### src/hw/lpps_pkg.sv
/*
  Shared constants and carriers of the low-power pin-state controller.
  Assumes nothing but a SystemVerilog compiler; no timing lives here.
*/
package lpps_pkg;

  localparam int GPIO_W = 32;
  localparam int HALF_W = 16;
  localparam int CODE_W = 2;
  localparam int CARD_W = 7;

  // card strobe lanes inside lpps_card_t
  localparam int CARD_WR = 0;
  localparam int CARD_RD = 1;
  localparam int CARD_IOW = 2;
  localparam int CARD_IOR = 3;
  localparam int CARD_CS1 = 4;
  localparam int CARD_CS2 = 5;
  localparam int CARD_ATTR = 6;

  // per-pin hibernate code, two bits per general-purpose pin
  localparam logic [1:0] HIB_FLOAT = 2'h0;
  localparam logic [1:0] HIB_HOLD = 2'h1;
  localparam logic [1:0] HIB_LOW = 2'h2;
  localparam logic [1:0] HIB_HIGH = 2'h3;

  localparam logic [GPIO_W-1:0] GPIO_RST = 32'h00000000;
  localparam logic [CARD_W-1:0] CARD_RST = 7'h00;
  localparam logic STRAP_RST = 1'h0;

  typedef enum logic [2:0] {
    ST_FULL = 3'h1,
    ST_SUSPEND = 3'h2,
    ST_HIBERNATE = 3'h4
  } lpps_state_t;

  typedef struct packed {
    logic [GPIO_W-1:0] level;
    logic [GPIO_W-1:0] drive;
  } lpps_gpio_t;

  typedef struct packed {
    logic [CARD_W-1:0] level;
    logic [CARD_W-1:0] drive;
    logic reset_level;
    logic reset_drive;
    logic power_n;
  } lpps_card_t;

  typedef struct packed {
    logic [GPIO_W-1:0] hib_pin_state_high_reg;
    logic [GPIO_W-1:0] hib_pin_state_low_reg;
    logic card_wakeup_en;
  } lpps_cfg_t;

endpackage

### src/hw/lpps_top.sv
/*
  Pin-state controller: chooses the levels and drives of the general-purpose
  and card pins in full-speed, suspend and hibernate, and catches the compact
  instruction strap during the RTC-domain reset.
  Assumes mode requests, full-speed pin values and configuration come from
  logic on I_CLK; the RTC reset and strap come straight from pins.
*/
// Function
// - in suspend, held pins keep the level and drive from full-speed mode
// - hibernate or halt shutdown: general pins follow hibernate pin-state high/low settings
// - during RTC reset, sample frame-marker strap to enable compact instruction mode
// - hibernate: card strobes and chip selects high if wake-up enabled, else float
// - hibernate: card reset low if wake-up enabled, else float
// - hibernate: card power enable low if wake-up enabled, else high
`timescale 1ns/1ns
module lpps_top
  import lpps_pkg::*;
(
  input wire logic I_CLK,
  input wire logic I_RST,
  input wire logic I_RTC_DOMAIN_RESET,
  input wire logic I_FRAME_MARKER,
  input wire logic I_SUSPEND_REQ,
  input wire logic I_HIBERNATE_REQ,
  input wire logic I_HALT_SHUTDOWN_TIMER,
  input wire logic I_WAKE_REQ,
  input wire lpps_pkg::lpps_cfg_t I_CFG,
  input wire lpps_pkg::lpps_gpio_t I_GPIO_FULL,
  input wire lpps_pkg::lpps_card_t I_CARD_FULL,
  output lpps_pkg::lpps_gpio_t O_GPIO,
  output lpps_pkg::lpps_card_t O_CARD,
  output logic O_COMPACT_ISA_STRAP,
  output logic O_MAIN_POWER_REQUEST,
  output lpps_pkg::lpps_state_t O_STATE
);
  import lpps_pkg::*;

  logic [1:0] pin_s;
  logic rtc_rst_s;
  logic strap_s;
  logic [2*GPIO_W-1:0] hib_codes;
  lpps_state_t state_q;
  lpps_state_t state_d;
  lpps_gpio_t gpio_d;
  lpps_card_t card_d;
  lpps_card_t card_hib;
  logic wake_en;
  // per-pin next values are nets so that each pin's slice has its own driver
  wire logic [GPIO_W-1:0] pin_lvl_d;
  wire logic [GPIO_W-1:0] pin_drv_d;

  // the reset line and the strap share one synchroniser so they stay in step
  lpps_sync2 #(
    .W(2)
  ) u_sync (
    .i_clk(I_CLK),
    .i_rst(I_RST),
    .i_async({I_RTC_DOMAIN_RESET, I_FRAME_MARKER}),
    .o_sync(pin_s)
  );

  assign rtc_rst_s = pin_s[1];
  assign strap_s = pin_s[0];
  assign wake_en = I_CFG.card_wakeup_en;
  // codes of pins 31..16 sit in the high word, so pin p owns bits 2p+1:2p
  assign hib_codes = {I_CFG.hib_pin_state_high_reg, I_CFG.hib_pin_state_low_reg};

  // halt shutdown lands in hibernate as well; wake returns to full speed
  always_comb begin
    state_d = state_q;
    unique case (state_q)
      ST_FULL: begin
        if (I_HIBERNATE_REQ || I_HALT_SHUTDOWN_TIMER) begin
          state_d = ST_HIBERNATE;
        end else if (I_SUSPEND_REQ) begin
          state_d = ST_SUSPEND;
        end
      end
      // hibernate outranks wake here, so a halt shutdown in suspend is never lost
      ST_SUSPEND: begin
        if (I_HIBERNATE_REQ || I_HALT_SHUTDOWN_TIMER) begin
          state_d = ST_HIBERNATE;
        end else if (I_WAKE_REQ) begin
          state_d = ST_FULL;
        end
      end
      // only a wake or an RTC reset leaves hibernate; suspend requests are ignored
      ST_HIBERNATE: begin
        if (I_WAKE_REQ) begin
          state_d = ST_FULL;
        end
      end
      default: begin
        state_d = ST_FULL;
      end
    endcase
    if (rtc_rst_s) begin
      state_d = ST_FULL;
    end
  end

  // an illegal one-hot code falls back to full speed through the default item
  always_ff @(posedge I_CLK or posedge I_RST) begin
    if (I_RST) begin
      state_q <= ST_FULL;
    end else begin
      state_q <= state_d;
    end
  end

  // general pins: the code of each pin picks float, hold, low or high
  generate
    for (genvar p = 0; p < GPIO_W; p++) begin : g_pin
      logic [CODE_W-1:0] code;
      logic lvl_d;
      logic drv_d;
      assign code = hib_codes[CODE_W*p +: CODE_W];
      always_comb begin
        lvl_d = O_GPIO.level[p];
        drv_d = O_GPIO.drive[p];
        if (rtc_rst_s) begin
          // level is kept while the drive is off; once reset ends the pin takes its full-speed values
          drv_d = 1'b0;
        end else if (state_q == ST_FULL) begin
          lvl_d = I_GPIO_FULL.level[p];
          drv_d = I_GPIO_FULL.drive[p];
        end else if (state_q == ST_HIBERNATE) begin
          unique case (code)
            HIB_FLOAT: drv_d = 1'b0;
            HIB_HOLD: drv_d = O_GPIO.drive[p];
            HIB_LOW: begin
              lvl_d = 1'b0;
              drv_d = 1'b1;
            end
            HIB_HIGH: begin
              lvl_d = 1'b1;
              drv_d = 1'b1;
            end
          endcase
        end
        // suspend leaves level and drive untouched
      end
      assign pin_lvl_d[p] = lvl_d;
      assign pin_drv_d[p] = drv_d;
    end
  endgenerate

  assign gpio_d = '{level: pin_lvl_d, drive: pin_drv_d};

  // hibernate card drives and the power enable level follow the one wake-up bit
  always_comb begin
    card_hib.level = {CARD_W{1'b1}};
    card_hib.drive = {CARD_W{wake_en}};
    card_hib.reset_level = 1'b0;
    card_hib.reset_drive = wake_en;
    card_hib.power_n = ~wake_en;
  end

  always_comb begin
    card_d = O_CARD;
    if (rtc_rst_s) begin
      // the card side floats while the RTC domain is reset; power enable keeps its level
      card_d.drive = '0;
      card_d.reset_drive = 1'b0;
    end else if (state_q == ST_FULL) begin
      card_d = I_CARD_FULL;
    end else if (state_q == ST_HIBERNATE) begin
      card_d = card_hib;
    end
    // suspend keeps every card pin as full speed left it
  end

  // reset leaves every general pin undriven until full-speed values arrive
  always_ff @(posedge I_CLK or posedge I_RST) begin
    if (I_RST) begin
      O_GPIO.level <= GPIO_RST;
      O_GPIO.drive <= GPIO_RST;
    end else begin
      O_GPIO <= gpio_d;
    end
  end

  // power enable is active low, so reset leaves the card unpowered
  always_ff @(posedge I_CLK or posedge I_RST) begin
    if (I_RST) begin
      O_CARD.level <= CARD_RST;
      O_CARD.drive <= CARD_RST;
      O_CARD.reset_level <= 1'b0;
      O_CARD.reset_drive <= 1'b0;
      O_CARD.power_n <= 1'b1;
    end else begin
      O_CARD <= card_d;
    end
  end

  // the strap keeps following the pin while the RTC reset is held, so the
  // value seen at release is the one that counts
  always_ff @(posedge I_CLK or posedge I_RST) begin
    if (I_RST) begin
      O_COMPACT_ISA_STRAP <= STRAP_RST;
    end else if (rtc_rst_s) begin
      O_COMPACT_ISA_STRAP <= strap_s;
    end
  end

  // the supply request drops at the same edge that publishes hibernate
  always_ff @(posedge I_CLK or posedge I_RST) begin
    if (I_RST) begin
      O_MAIN_POWER_REQUEST <= 1'b0;
    end else begin
      O_MAIN_POWER_REQUEST <= !rtc_rst_s && (state_d != ST_HIBERNATE);
    end
  end

  // state is published from its own flop so the port never shows a decode glitch
  always_ff @(posedge I_CLK or posedge I_RST) begin
    if (I_RST) begin
      O_STATE <= ST_FULL;
    end else begin
      O_STATE <= state_d;
    end
  end
endmodule

### src/hw/lpps_sync2.sv
/*
  Two-stage synchroniser for pin levels entering the system clock domain.
  Assumes the input is a slow level; pulses shorter than one clock may vanish.
*/
`timescale 1ns/1ns
module lpps_sync2 #(
  parameter int W = 1
) (
  input wire logic i_clk,
  input wire logic i_rst,
  input wire logic [W-1:0] i_async,
  output logic [W-1:0] o_sync
);
  logic [W-1:0] meta_q;

  // first stage is read by the second stage only
  always_ff @(posedge i_clk or posedge i_rst) begin
    if (i_rst) begin
      meta_q <= '0;
      o_sync <= '0;
    end else begin
      meta_q <= i_async;
      o_sync <= meta_q;
    end
  end
endmodule

### config.mk
export PLATFORM = sky130hd
export DESIGN_NAME = lpps_top
export DESIGN_NICKNAME = d
export VERILOG_FILES = /design/src/hw/lpps_pkg.sv /design/src/hw/lpps_top.sv /design/src/hw/lpps_sync2.sv
export SDC_FILE = /design/constraint.sdc
export NUM_CORES = 1
export LEC_CHECK = 0
export BUFFER_PORTS_ARGS = -buffer_cell sky130_fd_sc_hd__clkbuf_2
export CAP_MARGIN = 30
export CORE_MARGIN = 5
export CORE_UTILIZATION = 43
export DETAILED_ROUTE_END_ITERATION = 8
export PLACE_DENSITY_LB_ADDON = 0.2
export SLEW_MARGIN = 20
export SYNTH_ARGS = -nofsm -noshare
export SYNTH_HDL_FRONTEND = slang
export SYNTH_SLANG_ARGS = --single-unit
### constraint.sdc
create_clock -name I_CLK -period 2.95 [get_ports I_CLK]
set_input_delay 0.295 -clock I_CLK [delete_from_list [all_inputs] [get_ports I_CLK]]
set_output_delay 0.295 -clock I_CLK [all_outputs]
set_load 0.02 [all_outputs]
* Yosys cells after proc, flatten, opt, wreduce, memory -nomap -nowiden
Cells that the tools add are included.
Word-level totals: output and inout bits 86, register bits after elaboration 90
Operators by class: reduce and logical (&&, ||, !) cells 166, eq/ne operators 132, bitwise gates (word level) 2, muxes and demuxes 234
Operators with widths (count):
- two-way mux 1 bit | 161
- equality test 2 bit, second input constant | 64
- case mux 1 bit (2 select lines) | 64
- nonzero test 3 bit | 33
- inequality test 3 x 2 -> 1 bit, second input constant | 32
- AND reduction 3 bit | 32
- AND reduction 2 bit | 33
- equality test 2 x 1 -> 1 bit, second input constant | 32
- logical NOT 2 bit | 32
- OR reduction 2 bit | 32
- two-way mux 17 bit | 2
- two-way mux 3 bit | 5
- case mux 3 bit (3 select lines) | 1
- two-way mux 7 bit | 1
- equality test 3 x 1 -> 1 bit, second input constant | 1
- equality test 3 x 2 -> 1 bit, second input constant | 1
- equality test 3 bit, second input constant | 1
- inequality test 3 bit, second input constant | 1
- inverter 1 bit | 2
- nonzero test 2 bit | 1
- logical AND 1 bit | 1
- logical NOT 1 bit | 1
- logical OR 1 bit | 1

* Logic depth before layout (Yosys ltp)
depth after elaboration 6, mapped depth 8

* Modules after synthesis
From an unflattened synthesis, not the netlist that was laid out.
Second synthesis, totals: cell total of the unflattened synthesis 548, area, all modules 4872.2 um^2
Modules (own cells, without submodules):
- lpps_top | instances 1, area an instance 4768.3 um^2, cells each 543, sequential area each 2154.6 um^2
- lpps_sync2 | instances 1, area an instance 103.8 um^2, cells each 5, sequential area each 100.1 um^2

* Worst setup path after synthesis
Ideal clock, no wire load.
path type reg2reg, start point reg, netlist name O_STATE[0], end point reg O_GPIO[33] in the netlist's numbering, setup time 132 ps, clock period less this slack 1801 ps, arrival 1668 ps, data required time 2818 ps, stages on the path, launching flop included 8, slack 1149 ps, buffers on the path 3, cell sequence dfstp_2 > buf_4 > or3b_1 > buf_6 > buf_6 > and3_1 > a21oi_1 > o21ai_1
RTL lines:
- end signal, assigned | RTL line lpps_top.sv:179 | O_GPIO <= gpio_d;
- end, declared | RTL line lpps_top.sv:30 | output lpps_pkg::lpps_gpio_t O_GPIO,

==> flow_summary.yaml <==
clock_network:
  ctsResizeCount: 0
  clock_sinks: 90
  cts_tree: "done"
  htreeDepth: 3
  cts_buffers: 9
  root_buffer: "clkbuf_16"
  clk_latency_ps: 340
  clock_path_buffers: 2
  clk_pin_slew_ps: 70
  cts_setup_buffers: 0
timing:
  slew_violations: 0
  tns_ps: 0
  skew_ps: 7.58
  timing.final.crit_share_pct: 75.0
  maxSlewHeadroom_pct: 51.0
  tightestPinTransition_ps: 735
  finalHoldViolCount: 0
  setup_violations: 0
  rsz0062_at_grt: "false"
  max_clock_freq_ghz: 0.452
  fin_crit_ps: 2210
setup_path:
  critPathMaxStageDelay_ps: 770
  r2r_cells: 5
  critPathCaptureType: "flip-flop"
  arrival_ps: 2480
  worstReg2RegEnd: "O_CARD[4]"
  slowest_stage: "dfrtp_1"
  crit_required_ps: 3220
  r2r_start: "O_STATE[1]"
  r2r_slack_ps: 740
  cp-start-kind: "flip-flop"
  crit_type: "flip-flop to flip-flop"
  path_delay_family: "simple AND/OR/NAND/NOR gates"
  cp_max_fo: 21
  path_buf_inv: 1
  cp_cell_sequence: "or3b_1 > buf_4 > and2_4 > a21oi_1 > o2bb2ai_1"
layout:
  nets: 919
  final_common_cell: "clkbuf_2"
  fin_area_sq_mm: 0.00650
  n_antenna_cell: 0
  syn_to_final_growth_pct: 33.6
  drive_above_1_share_pct: 35.6
  most-common-layout-cells: "clkbuf_2 (239), dfrtp_1 (88), a21oi_1 (74), o21ai_0 (70), inv_1 (64)"
floorplanning:
  die_w_um: 116
  fp.dieArea_sq_mm: 0.0135
  core_sq_mm: 0.0110
  core.rowCount: 38
  die_h_um: 116
  initial_utilization_pct: 44.3
  ioPinCount: 240
placement:
  hpwl_mm: 12.1
  io_buffers: 239
  placed_area_sq_mm: 0.00615
  globalplace.congestion: 0.914
pwr:
  p_int_mw: 3.13
  power_frac_seq_pct: 34.9
  power_switching_mw: 1.97
  power.share.clock_pct: 26.2
  max-vdd-ir-drop_mv: 0.388
  switching_share_pct: 38.6
  combPwrFrac_pct: 38.9
  p_leak_nw: 3.40
  power_density_mw_per_mm2: 785
grt:
  grt_usage_pct: 23.8
  grt_start_max_net_pins: 80
  grt_pass1_wl_mm: 25.3
  grt-ovfl-total: 0
  first_global_vias: 5071
  antenna_found_initial: 0
worst_hold_path:
  hold_class: "input port to flip-flop"
  holdPathStages: 1
  whs_endpoint: "u_sync.meta_q[0]"
  min_from: "I_FRAME_MARKER"
logic_synthesis:
  synthCells: 547
  synth_nets: 701
  ys_warn_count: 0
  synth_seq_area_share_pct: 46.3
  syn_avg_cell_area_sq_um: 8.89
  synth.distinct_cells: 35
  syn_area_sq_mm: 0.00486
  ys_ff_latch: 90
drt:
  postRouteAntennaNets: 0
  vias_per_cell: 5.47
  drt-wirelength-per-cell_um: 18.0
  drt_iter0_markers: 397
  drt_wl_total_mm: 16.4
  drt-pass1-iter-count: 5
  vias: 4979
  drc: 0
run_status:
  status: "finished, final reports clean"
job:
  drv_cap: 0
## routing by layer
layer	share of wire [%]	up-vias	global-route usage, %
met3	10	28	5.60
met4	2.2	0	9.05
met2	47	258	39.2
li1	-	2373	-
met1	41	2320	30.6
met5	0	-	0
## worst max path at each step
stage	from	endpoint	slack (ps)	cells after the start
after global placement	O_STATE[1]	O_GPIO[35]	820	5
after detailed placement	O_STATE[1]	O_CARD[8]	750	5
after CTS	O_STATE[1]	O_CARD[4]	730	5
after global routing	O_STATE[1]	O_CARD[3]	530	5
final	O_STATE[1]	O_CARD[4]	740	5
after floorplan	I_RST	O_CARD[10]	320	1
## metrics by stage
step	instances	total power, mW	utilization [%]	hold WS (ps)	worst slack [ps]
floorplan	547	3.09	-	326	323
global placement	892	3.76	55.7	333	824
detailed placement	893	3.81	56.0	337	750
CTS	910	5.16	59.2	40.3	726
global route	910	5.42	59.2	47.7	526
finish	910	5.10	59.2	53.4	738
## logic make-up (layout without fill, tap and decap cells)
family / Yosys count / after routing / synth area share [%]
flip-flops: 90 / 90 / 46.3
XOR/XNOR: 1 / 1 / 0.180
AO/OA/AOI/OAI: 227 / 227 / 27.6
multiplexers: 33 / 33 / 6.82
buffers and inverters: 109 / 332 / 9.80
AND/OR/NAND/NOR: 87 / 87 / 9.23
## final cells by class
cell class	instances	area [sq um]
inverters	65	246
flip-flops and latches	90	2250
clock buffers	10	229
multi-input cells	348	2150
fillers	1003	4480
clock inverters	6	114
well taps	140	175
repair buffers	251	1330
## sequential cells by signal, summed over array words and instances (netlist names)
register,flops
O_GPIO,64
O_COMPACT_ISA_STRAP,1
u_sync.meta_q,2
u_sync.o_sync,2
O_CARD,17
O_MAIN_POWER_REQUEST,1
O_STATE,3
## cells in the mapped netlist (all sizes together)
library cell,number,area (sq um)
o21ai,99,499
or3b,1,8.76
nand3b,1,7.51
a32o,1,10.0
nor2b,2,12.5
o2bb2ai,8,70.1
buf,25,161
inv,65,244
and2b,1,7.51
o31ai,2,20.0
o32a,1,10.0
nor3,2,10.0
o32ai,32,280
dfrtp,88,2200
xor2,1,8.76
a21oi,74,370
dfstp,2,52.6
mux2i,32,320
and3,32,200
nor3b,1,7.51
and2,1,8.76
a21o,1,7.51
nor2,37,139
nand2,3,11.3
nand3,1,5.00
nand2b,5,31.3
a21boi,2,15.0
clkbuf,19,71.3
o22a,7,61.3
mux2,1,11.3
## power by group through the flow
stage | logic, mW | clock network (mW) | registers, mW
detailed placement | 2.01 | 0 | 1.80
global placement | 1.96 | 0 | 1.79
floorplan | 0.893 | 0 | 2.19
finish | 1.99 | 1.34 | 1.78
CTS | 2.01 | 1.36 | 1.79
global route | 2.18 | 1.41 | 1.82
## worst reg2reg max path, stage by stage (launching register included)
cell and delay, ps:
dfrtp_1 770, or3b_1 540, buf_4 350, and2_4 250, a21oi_1 60, o2bb2ai_1 160
## timing repair
action,4_1_cts,5_1_grt
hold endpoints to repair,35,0
setup endpoints to repair,0,0
hold buffers,1,0
(Power assumes the default switching activity.)
